## src/rxad_consts.svh

```systemverilog
// Register offsets, field positions, reset values and codes of the receive-mode and driver block.
`ifndef RXAD_CONSTS_SVH
`define RXAD_CONSTS_SVH

`define RXAD_ADDR_MODE    8'h13
`define RXAD_ADDR_DRV     8'h14
`define RXAD_RST_MODE     8'h00
`define RXAD_RST_DRV      8'h80
`define RXAD_DRV_WMASK    8'hfb

`define RXAD_M_CRC        7
`define RXAD_M_SPD_HI     6
`define RXAD_M_SPD_LO     4
`define RXAD_M_IGN        3
`define RXAD_M_MULTI      2
`define RXAD_M_FRM_HI     1
`define RXAD_M_FRM_LO     0

`define RXAD_D_INV2_ON    7
`define RXAD_D_INV1_ON    6
`define RXAD_D_INV2_OFF   5
`define RXAD_D_INV1_OFF   4
`define RXAD_D_CW2        3
`define RXAD_D_EN2        1
`define RXAD_D_EN1        0

`define RXAD_SPD_106      3'h0
`define RXAD_SPD_848      3'h3
`define RXAD_FRM_A        2'h0
`define RXAD_FRM_B        2'h3
`define RXAD_MIN_BITS     3'h4

`endif

```

## src/rxad_pkg.sv

```systemverilog
// Types shared by the receive-mode and antenna driver control block.
package rxad_pkg;

	typedef enum logic [1:0] {
		RXAD_IDLE   = 2'b00,
		RXAD_RECV   = 2'b01,
		RXAD_APPEND = 2'b10
	} rxad_fsm_e;

	// Receive settings as applied to the reception in progress.
	typedef struct packed {
		logic       crc_check;
		logic [2:0] bit_rate;
		logic       ignore_short;
		logic       multi;
		logic [1:0] frame_format;
	} rxad_cfg_s;

	// Frame events from the receive datapath.
	typedef struct packed {
		logic bit_valid;
		logic frame_end;
	} rxad_rx_ev_s;

	// Indications towards the datapath and the FIFO.
	typedef struct packed {
		logic       rx_on;
		logic       cmd_done;
		logic       short_drop;
		logic       fifo_wr;
		logic [7:0] fifo_data;
	} rxad_rx_ind_s;

	typedef struct packed {
		rxad_fsm_e    fsm;
		logic [7:0]   mode;
		logic [7:0]   drv;
		logic [7:0]   rdata;
		logic [2:0]   bit_cnt;
		rxad_cfg_s    cfg;
		rxad_rx_ind_s ind;
		logic         tx1;
		logic         tx2;
	} rxad_state_s;

endpackage

```

## src/rxad_regs.sv

```systemverilog
// Receive mode and antenna driver control registers with the reception sequencer and driver output logic.
//
// Chosen here: strobed register access.
`timescale 1ns/1ps
`include "rxad_consts.svh"

module rxad_regs (
	// Clock and reset
	input  wire logic                 ref_clk,
	input  wire logic                 sys_rst,
	// Register port
	input  wire logic [7:0]           reg_addr,
	input  wire logic [7:0]           reg_wdata,
	input  wire logic                 reg_wr,
	input  wire logic                 reg_rd,
	output logic [7:0]                reg_rdata,
	// Command decoder
	input  wire logic                 cmd_rx_start,
	input  wire logic                 cmd_other,
	// Receive datapath
	input  wire rxad_pkg::rxad_rx_ev_s rx_ev,
	input  wire logic [7:0]           error_flags_register,
	output rxad_pkg::rxad_cfg_s       rx_cfg,
	output rxad_pkg::rxad_rx_ind_s    rx_ind,
	// Antenna drivers
	input  wire logic                 carrier,
	input  wire logic                 tx_envelope,
	output logic                      first_antenna_output,
	output logic                      second_antenna_output
);
	import rxad_pkg::*;

	rxad_state_s st_q;
	rxad_state_s st_d;

	logic       wr_mode;
	logic       wr_drv;
	logic       frame_ok;
	logic       base1;
	logic       base2;
	rxad_cfg_s  cfg_now;

	assign wr_mode  = reg_wr && (reg_addr == `RXAD_ADDR_MODE);
	assign wr_drv   = reg_wr && (reg_addr == `RXAD_ADDR_DRV);
	assign frame_ok = st_q.bit_cnt >= `RXAD_MIN_BITS;

	////////////////////////////////////////////////////////////////////////////
	// Settings as seen by the next reception.
	always_comb begin
		cfg_now.bit_rate     = st_q.mode[`RXAD_M_SPD_HI:`RXAD_M_SPD_LO];
		// Above 106 kBd a cleared enable bit is overridden rather than refused on write.
		cfg_now.crc_check    = st_q.mode[`RXAD_M_CRC] ||
			(cfg_now.bit_rate != `RXAD_SPD_106);
		cfg_now.ignore_short = st_q.mode[`RXAD_M_IGN];
		cfg_now.multi        = st_q.mode[`RXAD_M_MULTI] &&
			(cfg_now.bit_rate != `RXAD_SPD_106);
		cfg_now.frame_format = st_q.mode[`RXAD_M_FRM_HI:`RXAD_M_FRM_LO];
	end

	////////////////////////////////////////////////////////////////////////////
	// Next state.
	always_comb begin
		st_d                = st_q;
		st_d.ind.cmd_done   = 1'b0;
		st_d.ind.short_drop = 1'b0;
		st_d.ind.fifo_wr    = 1'b0;
		st_d.rdata          = 8'h00;

		if (wr_mode) begin
			st_d.mode = reg_wdata;
		end
		if (wr_drv) begin
			st_d.drv = reg_wdata & `RXAD_DRV_WMASK;
		end
		if (reg_rd) begin
			case (reg_addr)
				`RXAD_ADDR_MODE: st_d.rdata = st_q.mode;
				`RXAD_ADDR_DRV:  st_d.rdata = st_q.drv;
				default:         st_d.rdata = 8'h00;
			endcase
		end

		case (st_q.fsm)
			RXAD_IDLE: begin
				if (cmd_rx_start) begin
					st_d.fsm       = RXAD_RECV;
					st_d.cfg       = cfg_now;
					st_d.bit_cnt   = 3'h0;
					st_d.ind.rx_on = 1'b1;
				end
			end
			RXAD_RECV: begin
				if (rx_ev.bit_valid && !frame_ok) begin
					st_d.bit_cnt = st_q.bit_cnt + 3'h1;
				end
				if (cmd_other || (st_q.cfg.multi && !cfg_now.multi)) begin
					st_d.fsm          = RXAD_IDLE;
					st_d.ind.rx_on    = 1'b0;
					st_d.ind.cmd_done = 1'b1;
				end else if (rx_ev.frame_end) begin
					st_d.bit_cnt = 3'h0;
					if (!frame_ok && st_q.cfg.ignore_short) begin
						st_d.ind.short_drop = 1'b1;
					end else if (st_q.cfg.multi) begin
						st_d.fsm = RXAD_APPEND;
					end else begin
						st_d.fsm          = RXAD_IDLE;
						st_d.ind.rx_on    = 1'b0;
						st_d.ind.cmd_done = 1'b1;
					end
				end
			end
			RXAD_APPEND: begin
				st_d.ind.fifo_wr   = 1'b1;
				st_d.ind.fifo_data = error_flags_register;
				st_d.fsm           = RXAD_RECV;
				// A new frame picks up the latest settings after an appended error byte, but not after a dropped short stream.
				st_d.cfg           = cfg_now;
				if (cmd_other || !cfg_now.multi) begin
					st_d.fsm          = RXAD_IDLE;
					st_d.ind.rx_on    = 1'b0;
					st_d.ind.cmd_done = 1'b1;
				end
			end
			default: begin
				st_d.fsm       = RXAD_IDLE;
				st_d.ind.rx_on = 1'b0;
			end
		endcase

		// The second driver either follows the envelope or sends bare carrier.
		base1 = st_q.drv[`RXAD_D_EN1] && carrier && tx_envelope;
		base2 = st_q.drv[`RXAD_D_EN2] && carrier &&
			(st_q.drv[`RXAD_D_CW2] || tx_envelope);
		st_d.tx1 = base1 ^ (st_q.drv[`RXAD_D_EN1] ?
			st_q.drv[`RXAD_D_INV1_ON] : st_q.drv[`RXAD_D_INV1_OFF]);
		st_d.tx2 = base2 ^ (st_q.drv[`RXAD_D_EN2] ?
			st_q.drv[`RXAD_D_INV2_ON] : st_q.drv[`RXAD_D_INV2_OFF]);
	end

	////////////////////////////////////////////////////////////////////////////
	// State register.
	always_ff @(posedge ref_clk) begin
		if (sys_rst) begin
			st_q       <= '0;
			st_q.fsm   <= RXAD_IDLE;
			st_q.mode  <= `RXAD_RST_MODE;
			st_q.drv   <= `RXAD_RST_DRV;
			// Driver two is off with its off-inversion clear, so both outputs idle low.
			st_q.tx1   <= 1'b0;
			st_q.tx2   <= 1'b0;
		end else begin
			st_q <= st_d;
		end
	end

	assign reg_rdata             = st_q.rdata;
	assign rx_cfg                = st_q.cfg;
	assign rx_ind                = st_q.ind;
	assign first_antenna_output  = st_q.tx1;
	assign second_antenna_output = st_q.tx2;

	////////////////////////////////////////////////////////////////////////////
	// Checks.
	a_crc_forced_high: assert property (@(posedge ref_clk) disable iff (sys_rst)
		(st_q.fsm != RXAD_IDLE && st_q.cfg.bit_rate != `RXAD_SPD_106) |-> st_q.cfg.crc_check)
		else $error("CRC checking off above 106 kBd");

	a_crc_follows_bit: assert property (@(posedge ref_clk) disable iff (sys_rst)
		(st_q.fsm == RXAD_IDLE && cmd_rx_start && st_q.mode[`RXAD_M_CRC]) |=> rx_cfg.crc_check)
		else $error("CRC enable not applied at reception start");

	a_rate_latched: assert property (@(posedge ref_clk) disable iff (sys_rst)
		(st_q.fsm == RXAD_IDLE && cmd_rx_start) |=>
		rx_cfg.bit_rate == $past(st_q.mode[`RXAD_M_SPD_HI:`RXAD_M_SPD_LO]) &&
		rx_cfg.frame_format == $past(st_q.mode[`RXAD_M_FRM_HI:`RXAD_M_FRM_LO]))
		else $error("Rate or framing not taken at reception start");

	a_cfg_steady: assert property (@(posedge ref_clk) disable iff (sys_rst)
		(st_q.fsm == RXAD_RECV && $past(st_q.fsm) == RXAD_RECV) |-> $stable(rx_cfg))
		else $error("Settings changed inside a frame");

	a_short_dropped: assert property (@(posedge ref_clk) disable iff (sys_rst)
		(st_q.fsm == RXAD_RECV && rx_ev.frame_end && !cmd_other && !frame_ok &&
		st_q.cfg.ignore_short && !(st_q.cfg.multi && !cfg_now.multi)) |=>
		rx_ind.short_drop && rx_ind.rx_on && !rx_ind.cmd_done)
		else $error("Short stream not dropped silently");

	a_single_stops: assert property (@(posedge ref_clk) disable iff (sys_rst)
		(st_q.fsm == RXAD_RECV && rx_ev.frame_end && !st_q.cfg.multi && frame_ok) |=>
		!rx_ind.rx_on && rx_ind.cmd_done ##1 !rx_ind.cmd_done)
		else $error("Receiver not off after single frame");

	a_multi_no_end: assert property (@(posedge ref_clk) disable iff (sys_rst)
		(st_q.cfg.multi && st_q.fsm != RXAD_IDLE && !cmd_other && cfg_now.multi) |=>
		!rx_ind.cmd_done)
		else $error("Multiple reception ended by itself");

	a_err_appended: assert property (@(posedge ref_clk) disable iff (sys_rst)
		(st_q.fsm == RXAD_RECV && st_q.cfg.multi && rx_ev.frame_end && frame_ok &&
		!cmd_other && cfg_now.multi) |=> ##1
		(rx_ind.fifo_wr && rx_ind.fifo_data == $past(error_flags_register)))
		else $error("Error byte not appended");

	a_tx1_level: assert property (@(posedge ref_clk) disable iff (sys_rst)
		##1 first_antenna_output == (($past(st_q.drv[`RXAD_D_EN1]) && $past(carrier) &&
		$past(tx_envelope)) ^ ($past(st_q.drv[`RXAD_D_EN1]) ? $past(st_q.drv[`RXAD_D_INV1_ON])
		: $past(st_q.drv[`RXAD_D_INV1_OFF]))))
		else $error("First driver level wrong");

	a_tx2_cw: assert property (@(posedge ref_clk) disable iff (sys_rst)
		(st_q.drv[`RXAD_D_EN2] && st_q.drv[`RXAD_D_CW2] && !st_q.drv[`RXAD_D_INV2_ON]) |=>
		second_antenna_output == $past(carrier))
		else $error("Second driver not sending bare carrier");

	a_tx2_off: assert property (@(posedge ref_clk) disable iff (sys_rst)
		!st_q.drv[`RXAD_D_EN2] |=> second_antenna_output == $past(st_q.drv[`RXAD_D_INV2_OFF]))
		else $error("Second driver off level wrong");

	////////////////////////////////////////////////////////////////////////////
	// Register port checks.
	a_mode_write: assert property (@(posedge ref_clk) disable iff (sys_rst)
		wr_mode |=> st_q.mode == $past(reg_wdata))
		else $error("Receive mode write lost");

	a_drv_write: assert property (@(posedge ref_clk) disable iff (sys_rst)
		wr_drv |=> st_q.drv == ($past(reg_wdata) & `RXAD_DRV_WMASK))
		else $error("Driver control write lost");

	a_drv_reserved_low: assert property (@(posedge ref_clk) disable iff (sys_rst)
		(st_q.drv & ~`RXAD_DRV_WMASK) == 8'h00)
		else $error("Reserved driver bit set");

	a_mode_read: assert property (@(posedge ref_clk) disable iff (sys_rst)
		(reg_rd && reg_addr == `RXAD_ADDR_MODE) |=> reg_rdata == $past(st_q.mode))
		else $error("Receive mode read wrong");

	a_drv_read_rsvd: assert property (@(posedge ref_clk) disable iff (sys_rst)
		(reg_rd && reg_addr == `RXAD_ADDR_DRV) |=> (reg_rdata & ~`RXAD_DRV_WMASK) == 8'h00)
		else $error("Reserved driver bit read as one");

	a_unmapped_read: assert property (@(posedge ref_clk) disable iff (sys_rst)
		(reg_rd && reg_addr != `RXAD_ADDR_MODE && reg_addr != `RXAD_ADDR_DRV) |=> reg_rdata == 8'h00)
		else $error("Unmapped read not zero");

	////////////////////////////////////////////////////////////////////////////
	// Reception sequencer checks.
	// The receiver flag must mirror the sequencer exactly, since the datapath gates on it.
	a_rx_on_state: assert property (@(posedge ref_clk) disable iff (sys_rst)
		rx_ind.rx_on == (st_q.fsm != RXAD_IDLE))
		else $error("Receiver flag disagrees with sequencer");

	a_start_on: assert property (@(posedge ref_clk) disable iff (sys_rst)
		(st_q.fsm == RXAD_IDLE && cmd_rx_start) |=> rx_ind.rx_on && !rx_ind.cmd_done)
		else $error("Receiver not on after start");

	a_done_pulse: assert property (@(posedge ref_clk) disable iff (sys_rst)
		rx_ind.cmd_done |=> !rx_ind.cmd_done)
		else $error("Command end longer than one cycle");

	a_done_turns_off: assert property (@(posedge ref_clk) disable iff (sys_rst)
		rx_ind.cmd_done |-> !rx_ind.rx_on)
		else $error("Command ended with receiver on");

	a_start_ignored: assert property (@(posedge ref_clk) disable iff (sys_rst)
		(st_q.fsm == RXAD_RECV && cmd_rx_start) |=> $stable(rx_cfg))
		else $error("Start during reception changed settings");

	a_idle_quiet: assert property (@(posedge ref_clk) disable iff (sys_rst)
		(st_q.fsm == RXAD_IDLE && !cmd_rx_start) |=>
		!rx_ind.rx_on && !rx_ind.short_drop && !rx_ind.fifo_wr)
		else $error("Activity while idle");

	a_other_stops: assert property (@(posedge ref_clk) disable iff (sys_rst)
		(st_q.fsm != RXAD_IDLE && cmd_other) |=> !rx_ind.rx_on && rx_ind.cmd_done)
		else $error("Other command did not stop reception");

	a_clear_stops: assert property (@(posedge ref_clk) disable iff (sys_rst)
		(st_q.fsm == RXAD_RECV && st_q.cfg.multi && !cfg_now.multi) |=> !rx_ind.rx_on && rx_ind.cmd_done)
		else $error("Cleared multiple bit did not stop reception");

	a_multi_low_rate: assert property (@(posedge ref_clk) disable iff (sys_rst)
		(rx_ind.rx_on && rx_cfg.bit_rate == `RXAD_SPD_106) |-> !rx_cfg.multi)
		else $error("Multiple reception at lowest rate");

	a_crc_out_high: assert property (@(posedge ref_clk) disable iff (sys_rst)
		(rx_ind.rx_on && rx_cfg.bit_rate != `RXAD_SPD_106) |-> rx_cfg.crc_check)
		else $error("Latched CRC check off above lowest rate");

	a_bit_cnt_sat: assert property (@(posedge ref_clk) disable iff (sys_rst)
		st_q.bit_cnt <= `RXAD_MIN_BITS)
		else $error("Bit counter ran past its limit");

	a_drop_keeps_on: assert property (@(posedge ref_clk) disable iff (sys_rst)
		rx_ind.short_drop |-> rx_ind.rx_on && !rx_ind.fifo_wr)
		else $error("Dropped stream ended reception");

	a_append_once: assert property (@(posedge ref_clk) disable iff (sys_rst)
		rx_ind.fifo_wr |=> !rx_ind.fifo_wr)
		else $error("Error byte appended twice");

	a_append_multi: assert property (@(posedge ref_clk) disable iff (sys_rst)
		rx_ind.fifo_wr |-> $past(st_q.cfg.multi))
		else $error("Error byte appended outside multiple reception");

	a_single_no_fifo: assert property (@(posedge ref_clk) disable iff (sys_rst)
		(st_q.fsm == RXAD_RECV && !st_q.cfg.multi) |=> !rx_ind.fifo_wr)
		else $error("Error byte appended in single reception");

	////////////////////////////////////////////////////////////////////////////
	// Antenna driver checks.
	a_tx1_mod: assert property (@(posedge ref_clk) disable iff (sys_rst)
		(st_q.drv[`RXAD_D_EN1] && !st_q.drv[`RXAD_D_INV1_ON]) |=> first_antenna_output == $past(carrier && tx_envelope))
		else $error("First driver not modulated");

	a_tx1_on_inv: assert property (@(posedge ref_clk) disable iff (sys_rst)
		(st_q.drv[`RXAD_D_EN1] && st_q.drv[`RXAD_D_INV1_ON]) |=> first_antenna_output == !$past(carrier && tx_envelope))
		else $error("First driver not inverted while on");

	a_tx1_off: assert property (@(posedge ref_clk) disable iff (sys_rst)
		!st_q.drv[`RXAD_D_EN1] |=> first_antenna_output == $past(st_q.drv[`RXAD_D_INV1_OFF]))
		else $error("First driver off level wrong");

	a_tx2_mod: assert property (@(posedge ref_clk) disable iff (sys_rst)
		(st_q.drv[`RXAD_D_EN2] && !st_q.drv[`RXAD_D_CW2] && !st_q.drv[`RXAD_D_INV2_ON]) |=>
		second_antenna_output == $past(carrier && tx_envelope))
		else $error("Second driver not modulated");

	a_tx2_on_inv: assert property (@(posedge ref_clk) disable iff (sys_rst)
		(st_q.drv[`RXAD_D_EN2] && st_q.drv[`RXAD_D_INV2_ON]) |=>
		second_antenna_output == !$past(carrier && (st_q.drv[`RXAD_D_CW2] || tx_envelope)))
		else $error("Second driver not inverted while on");

endmodule // rxad_regs

```

## config.mk

```make
export PLATFORM = sky130hd
export DESIGN_NAME = rxad_regs
export DESIGN_NICKNAME = d
export VERILOG_FILES = /design/src/rxad_pkg.sv /design/src/rxad_regs.sv
export VERILOG_INCLUDE_DIRS = /design/src
export SDC_FILE = /design/constraint.sdc
export NUM_CORES = 1
export LEC_CHECK = 0
export BUFFER_PORTS_ARGS = -buffer_cell sky130_fd_sc_hd__clkbuf_2
export CAP_MARGIN = 30
export CORE_MARGIN = 5
export CORE_UTILIZATION = 26
export CTS_BUF_LIST = sky130_fd_sc_hd__clkbuf_8
export DETAILED_ROUTE_END_ITERATION = 12
export PLACE_DENSITY_LB_ADDON = 0.15
export SLEW_MARGIN = 20
export SYNTH_ARGS = -nofsm -noshare
export SYNTH_HDL_FRONTEND = slang
export SYNTH_SLANG_ARGS = --single-unit
```

## constraint.sdc

```tcl
create_clock -name ref_clk -period 1.8 [get_ports ref_clk]
set_clock_uncertainty 0.2 [all_clocks]
set_input_delay 0.18 -clock ref_clk [delete_from_list [all_inputs] [get_ports ref_clk]]
set_output_delay 0.18 -clock ref_clk [all_outputs]
set_load 0.005 [all_outputs]
```

Word level (Yosys, flattened, before mapping) --
Index checks and enable logic that the tools add are counted.
Word-level totals: flip-flop bits (word level) 50, input bits 34, output and inout port bits 30, word-level logic and storage cells 84
Operators by class: $add $sub $neg 1, order comparisons 1, equality and inequality tests 9, muxes and demuxes 25, bitwise logic cells 5, reduce and logical (&&, ||, !) cells 26
Operators with widths (number):
- $pmux W8 S2 | 2
- $mux W2 | 9
- $eq A8 B5 Y1 const B | 2
- $mux W12 | 1
- $mux W3 | 4
- $logic_and A1 B1 Y1 | 10
- $mux W9 | 1
- $ne A3 B3 Y1 const B | 3
- $pmux W2 S3 | 1
- $pmux W3 S2 | 1
- $reduce_and A5 Y1 | 1
- $logic_or A1 B1 Y1 | 4
- $mux W1 | 4
- $ne A2 B2 Y1 const B | 2
- $reduce_and A2 Y1 | 2
- $reduce_bool A2 Y1 | 2
- $reduce_or A4 Y1 | 1
- $add A3 B1 Y3 const B | 1
- $ge A3 B3 Y1 const B | 1
- $not A1 Y1 | 3
- $pmux W1 S3 | 1
- $reduce_and A3 Y1 | 1
- $reduce_bool A3 Y1 | 1
- $eq A2 B1 Y1 const B | 1
- other kinds (6) | 8

Depth between registers and ports, before layout --
Gate-level depths: netlist (run 1).
depth after elaboration 7, depth in mapped cells 7, depth with buffers taken out 7

Least setup slack after synthesis (run 1) --
No wires, ideal clock.
kind reg2reg, start point register st_q (netlist bit cfg_now[6]), end point register st_q[49] (netlist bit), setup time 0.087 ns, arrival time 1.582 ns, data required time 1.513 ns, slack -0.069 ns, stages on the path, launching flop included 6, path buffers 0, clock period less this slack 1.869 ns, path through dfxtp_1 > o31ai_4 > a21oi_1 > a31oi_2 > or4b_1 > o31ai_1
Between the ends: cells in the longest elaborated chain, start to end 7, elaborated cells between the ends (all ways) 12, classes of those cells eq/ne: 2; mux: 3; reduce/logical: 7
Ends and longest elaborated chain:
- from (decl) | line rxad_regs.sv:33 | rxad_state_s st_q;
- from (signal assigned) | line rxad_regs.sv:153 | st_q <= st_d;
- $reduce_bool A3 Y1 (no line) (*)
- $logic_and A1 B1 Y1 (*) | line rxad_regs.sv:55 | cfg_now.multi = st_q.mode[`RXAD_M_MULTI] &&
- $logic_not A1 Y1 (*) | line rxad_regs.sv:96, rxad_regs.sv:119
- $logic_and A1 B1 Y1 | line rxad_regs.sv:96 | if (cmd_other || (st_q.cfg.multi && !cfg_now.multi)) begin
- $logic_or A1 B1 Y1 | line rxad_regs.sv:96
- $ne A3 B3 Y1 (no line) / $mux W2 (equally long branches)
- $reduce_and A3 Y1 (no line) / $pmux W2 S3 (equally long branches)
Mark *: on every way between the ends. The rest lies on a longest branch, timed or not. A chain may end at the register's enable or synchronous reset.

Worst setup path after layout (run 1) --
start point register st_q[50] (netlist bit), end point register st_q[49] (netlist bit)
Between the ends: cells in the longest elaborated chain, start to end 3, elaborated cells between the ends (all ways) 8, classes of those cells eq/ne: 5; mux: 1; reduce/logical: 2
Ends and longest elaborated chain:
- $eq A2 B1 Y1 / $logic_not A2 Y1 (equally long branches) | line rxad_regs.sv:83 | case (st_q.fsm)
- $ne A3 B3 Y1 (no line) / $ne A2 B2 Y1 (equally long branches)
- $reduce_and A3 Y1 (no line)
Several ways; a longest one is shown, not always the timed one.

==> impl_metrics.toml, run 1 <==
[clock_tree]
h-tree-depth = 2
worst_skew_pair.late_latency_ps = 300
clk_path_buf_depth = 2
cts-root-buf = "clkbuf_8"
clk_pin_slew_ps = 100
cts_tree = "built"
cts_inserted_buffers = 5
cts.sinks = 50
post_cts_buffers = 0

[place]
place_inst = 403
dpl_cell_area_um2 = 2670
dp_hpwl_um = 4040
pre_cts_ws_ps = -125
gp_congestion = 0.796
port_buffers = 63

[floorplanning]
coreArea_um2 = 8640
die_h_um = 104
start_util_pct = 26.5
pin_count = 64
die-area_um2 = 10800
chipWidth_um = 104
placementRows = 34

[cells_and_area]
drive_gt1_share_pct = 35.6
fin_cells = 431
antenna_cells = 0
fillers = 897
area_delta_synth_final_pct = 33.4
post-route-cell-area_um2 = 3050
fin_util_pct = 35.3
seq_area_um2 = 1010
multiInputGateArea_um2 = 1070
nets = 361

[pwr]
p_total_mw = 2.26
p_per_area_nw_per_um2 = 740
power.leakage_nw = 1.25
max-vdd-ir-drop_uv = 326

[critical_path]
slowest_delay_ps = 480
cp.arrival_ps = 1770
cp-end-kind = "flip-flop"
ff2ff_path_depth = 6
critPathMaxFanout = 4
r2r_slack_ps = 40
path_class = "reg2reg"
crit_chain = "inv_1 -> ha_4 -> nor2b_1 -> a31oi_2 -> or4b_4 -> o31ai_2"
worst_setup_path_start_kind = "flip-flop"
crit_required_ps = 1820
crit_slowest_cell = "or4b_4"

[hold_path]
worstHoldPathType = "in2reg"
min_path_cells = 4

[drt]
antenna_left = 0
wl_met2_um = 2570
dr.pass1.iters = 4
drt_iter0_drc = 101
vias_per_cell = 4.34
topRoutingLayerUsed = "met4"
drc = 0
num_vias = 1871
wl_per_cell_um = 12.6
wl_met3_um = 279
drt-total-wl_um = 5430
m1WireLength_um = 2520

[synth]
synth-edff-count = 0
synth_area_leaders = "dfxtp_1, buf_4, mux2i_1"
ys_warn_count = 0
netlist_area_um2 = 2280
yosysSeqAreaShare_pct = 43.8
synthTopCellsByCount = "dfxtp_1, nor2_1, buf_4, a21oi_1, nand2_1"
synth_ff_type = "dfxtp_1"
syn_avg_cell_area_um2 = 9.25
synth_seq_cells = 50
synth.most_common_cell = "dfxtp_1"
synthesis.nets = 286
synth_cell_type_count = 38
synth_top_area_share_pct = 43.8
netlist_instances = 247
synth_top_cell_by_area = "dfxtp_1"
synth-async-reset-ratio_pct = 0

[sta]
setup_viol = 0
max_freq_ghz = 0.570
setup_ws_ps = 44.8
hold_violations = 0
layout_min_cycle_time_ps = 1760
relSlewSlack_pct = 76.4
timing.hold.ws_ps = 60.6
drv_slew = 0
rsz0062_at_grt = "yes"
fin_crit_sh_pct = 97.5
tightest_slew_ps = 354
tns_ps = 0

[global_routing]
grt-ovfl-total = 0
antenna_found_initial = 0
grt_pass1_wl_um = 8980
grt_pass1_vias = 1821
grt_max_degree = 19
track_usage_pct = 9.99

[run_status]
status = "completed"

[flow_run]
drv_cap = 0
[critical path, delay by kind of cell, from the launching register on]
family	cells	cell delay, ps
and+or+nand+nor	2	630
DFF	1	340
AOI/OAI and AO/OA	2	250
adders and majority gates	1	180
buffers and inverters	1	70
[power breakdown]
| part | switching [mW] | internal (mW) |
|---|---|---|
| registers | 0.00597 | 1.12 |
| logic | 0.143 | 0.171 |
| clock network | 0.401 | 0.417 |
[per-layer routing]
metal	vias to the layer above	global-route usage [%]
li1	977	-
met1	851	13.1
met2	38	15.8
met3	5	3.11
met4	0	2.78
met5	-	0
[cell type report]
type                            instances  area share, %
Multi-Input combinational cell        157           35.2
Sequential cell                        50           33.0
Timing Repair Buffer                  106           23.4
Tap cell                              108           4.43
Clock buffer                            5           2.26
Clock inverter                          3           1.44
Inverter                                2          0.246
[what timing repair did]
item	CTS	global route
hold buffers	20	0
cloned	0	0
pin swaps	0	6
endpoints found under the setup margin	1	12
endpoints found under the hold margin	25	0
resized for setup	1	15
[cell usage in the layout, fill, tap and decap left out, types with 2 or more instances in the layout]
master	n
nand2b_1	7
nand3_1	15
clkbuf_8	5
buf_12	2
buf_4	21
a211oi_1	2
mux2i_1	17
xor2_1	2
ha_4	2
nor4_1	2
dfxtp_1	46
nand2_1	20
a21oi_1	20
o21ai_0	4
a22oi_1	7
dfxtp_2	4
ha_1	2
dlygate4sd3_1	20
inv_1	2
nor2b_1	2
nor2_1	29
or4b_4	2
clkbuf_2	63
nor4_4	2
nor3_1	3
[sequential cells by signal (all words and copies together) (netlist names)]
name	cells
st_q	14
rx_ind	12
reg_rdata	8
rx_cfg	8
cfg_now	6
first_antenna_output	1
second_antenna_output	1
[path summary, 6_finish.rpt]
path,from,endpoint
setup / recovery,st_q[50],st_q[49]
hold reg to reg,rx_ind[11],rx_ind[11]
setup reg to reg,st_q[50],st_q[49]
hold / removal,carrier,first_antenna_output
[kinds of logic (layout without fill, tap and decap cells)]
family / Yosys count / count (layout) / synth area share [%]
buffers and inverters: 40 / 116 / 11.9
muxes: 19 / 19 / 8.54
and+or+nand+nor: 90 / 90 / 20.6
DFF: 50 / 50 / 43.8
AOI/OAI and AO/OA: 40 / 40 / 11.2
xor gates and xnor gates: 3 / 3 / 1.15
adders and majority gates: 5 / 5 / 2.74
Note: power is estimated with default switching activity, not from simulation.
==> run 2: changes to the inputs <==
CORE_UTILIZATION = 40   (was 26)
==> run 2 against run 1 <==
  * Via count down 2.2%
  * Combinational power down 7.3%
  * Highest routed layer unchanged
  * Largest power group unchanged
  * Final cell count down 8.4%
  * Power down 2.5%
==> impl_metrics.toml, run 2 (same netlist as run 1, synthesis figures left out) <==
[floorplanning]
pin_count = 64
die-area_um2 = 7320
start_util_pct = 41.2
chipWidth_um = 85.6
die_h_um = 85.6
coreArea_um2 = 5540
placementRows = 27

[clock_tree]
cts_inserted_buffers = 5
cts_tree = "built"
cts-root-buf = "clkbuf_8"
clk_pin_slew_ps = 90
clk_path_buf_depth = 2
worst_skew_pair.late_latency_ps = 300
h-tree-depth = 2
cts.sinks = 50

[global_routing]
grt_use_met1_pct = 19.1
grt_max_degree = 25
use_met3_pct = 4.03
grt-ovfl-total = 0
met2_usage_pct = 21.2
track_usage_pct = 13.9
antenna_found_initial = 0
grt_pass1_wl_um = 8330
grt_busiest_layer = "met2"
grt_pass1_vias = 1764

[pwr]
p_sw_mw = 0.513
p_per_area_nw_per_um2 = 741
power.leakage_nw = 1.24
sequentialPowerShare_pct = 51.2
p_total_mw = 2.20
pwr-share-clk_pct = 35.6
p_sw_share_pct = 23.3
max-vdd-ir-drop_uv = 361
internal_power_mw = 1.69
combPwrFrac_pct = 13.2

[flow_run]
drv_cap = 0

[sta]
max_freq_ghz = 0.566
setup_viol = 0
layout_min_cycle_time_ps = 1770
drv_slew = 0
timing.hold.ws_ps = 74.7
fin_crit_sh_pct = 98.2
hold_violations = 0
rsz0062_at_grt = "yes"
tns_ps = 0
relSlewSlack_pct = 76.5
tightest_slew_ps = 352

[drt]
antenna_left = 0
drt_iter0_drc = 76
wl_per_cell_um = 12.5
num_vias = 1830
dr.pass1.iters = 4
drc = 0
vias_per_cell = 4.63
drt-total-wl_um = 4940

[cells_and_area]
area_delta_synth_final_pct = 29.8
drive_gt1_share_pct = 34.1
antenna_cells = 0
final_cell_mix = "clkbuf_2, dfxtp_1, nor2_1, nand2_1, buf_4"
nets = 361
largest_register_ffs = 14
fin_cells = 395
layout_commonest_cell = "clkbuf_2"
largest_register = "st_q"

[critical_path]
crit_required_ps = 1800
slowest_delay_ps = 460
worst_setup_path_start_kind = "flip-flop"
crit_slowest_cell = "or4b_1"
critPathMaxFanout = 2
cp-end-kind = "flip-flop"
crit_family = "compound AO/OA/AOI/OAI gates"
crit_chain = "o31ai_4 -> a21oi_2 -> a31oi_2 -> or4b_1 -> o31ai_1"
worstPathBufferInverterCount = 0
cp.arrival_ps = 1770
path_class = "reg2reg"

[run_status]
status = "completed"

[place]
place_inst = 367
dp_hpwl_um = 3640
port_buffers = 63
gp_congestion = 0.799

[hold_path]
worstHoldPathType = "in2reg"
==> run 2: path summary, 6_finish.rpt <==
path | from | to | slack, ps | cells past startpoint
setup reg to reg | cfg_now[6] | st_q[49] | 30 | 5
setup / recovery | cfg_now[6] | st_q[49] | 30 | 5
hold / removal | carrier | first_antenna_output | 70 | 4
hold reg to reg | st_q[37] | st_q[37] | 280 | 2
==> run 2: power by group through the flow <==
stage / Clock [mW] / Combinational [mW] / Sequential, mW
after CTS: 0.813 / 0.279 / 1.12
after global placement: 0 / 0.242 / 1.15
after floorplan: 0 / 0.130 / 1.15
final: 0.783 / 0.291 / 1.12
after global routing: 0.849 / 0.319 / 1.13
after detailed placement: 0 / 0.242 / 1.15
==> run 2: layer usage <==
| metal | vias to the layer above | share of wire (%) |
|---|---|---|
| li1 | 977 | - |
| met1 | 799 | 49 |
| met2 | 48 | 43 |
| met3 | 6 | 7.0 |
| met4 | 0 | 1.2 |
| met5 | - | 0 |
==> run 2: worst reg2reg max path, stage by stage, from the launching register on <==
cell	delay, ps
dfxtp_2	340
o31ai_4	280
a21oi_2	100
a31oi_2	200
or4b_1	460
o31ai_1	90
==> run 2: per-stage QoR <==
step | setup slack (ps) | util (%) | instance area [um2]
floorplan | -53.9 | - | 2290
global placement | -68.6 | 47.4 | 2630
global route | -40.7 | 53.5 | 2970
finish | 32.6 | 53.5 | 2970
detailed placement | -99.0 | 47.4 | 2630
CTS | 30.6 | 53.0 | 2940
==> run 2: final cells by class <==
type                            count  area (um2)
Clock buffer                        5        68.8
Clock inverter                      3        41.3
Fill cell                         535        2570
Inverter                            2        7.51
Multi-Input combinational cell    157        1040
Sequential cell                    50        1000
Tap cell                           72        90.1
Timing Repair Buffer              106         713
==> run 2: repair_timing <==
action,in CTS,in global routing
hold buffers,20,0
setup endpoints to repair,1,11
endpoints found under the hold margin,28,0
buffers inserted,0,0
gates resized for setup,1,8
pin swaps,0,2
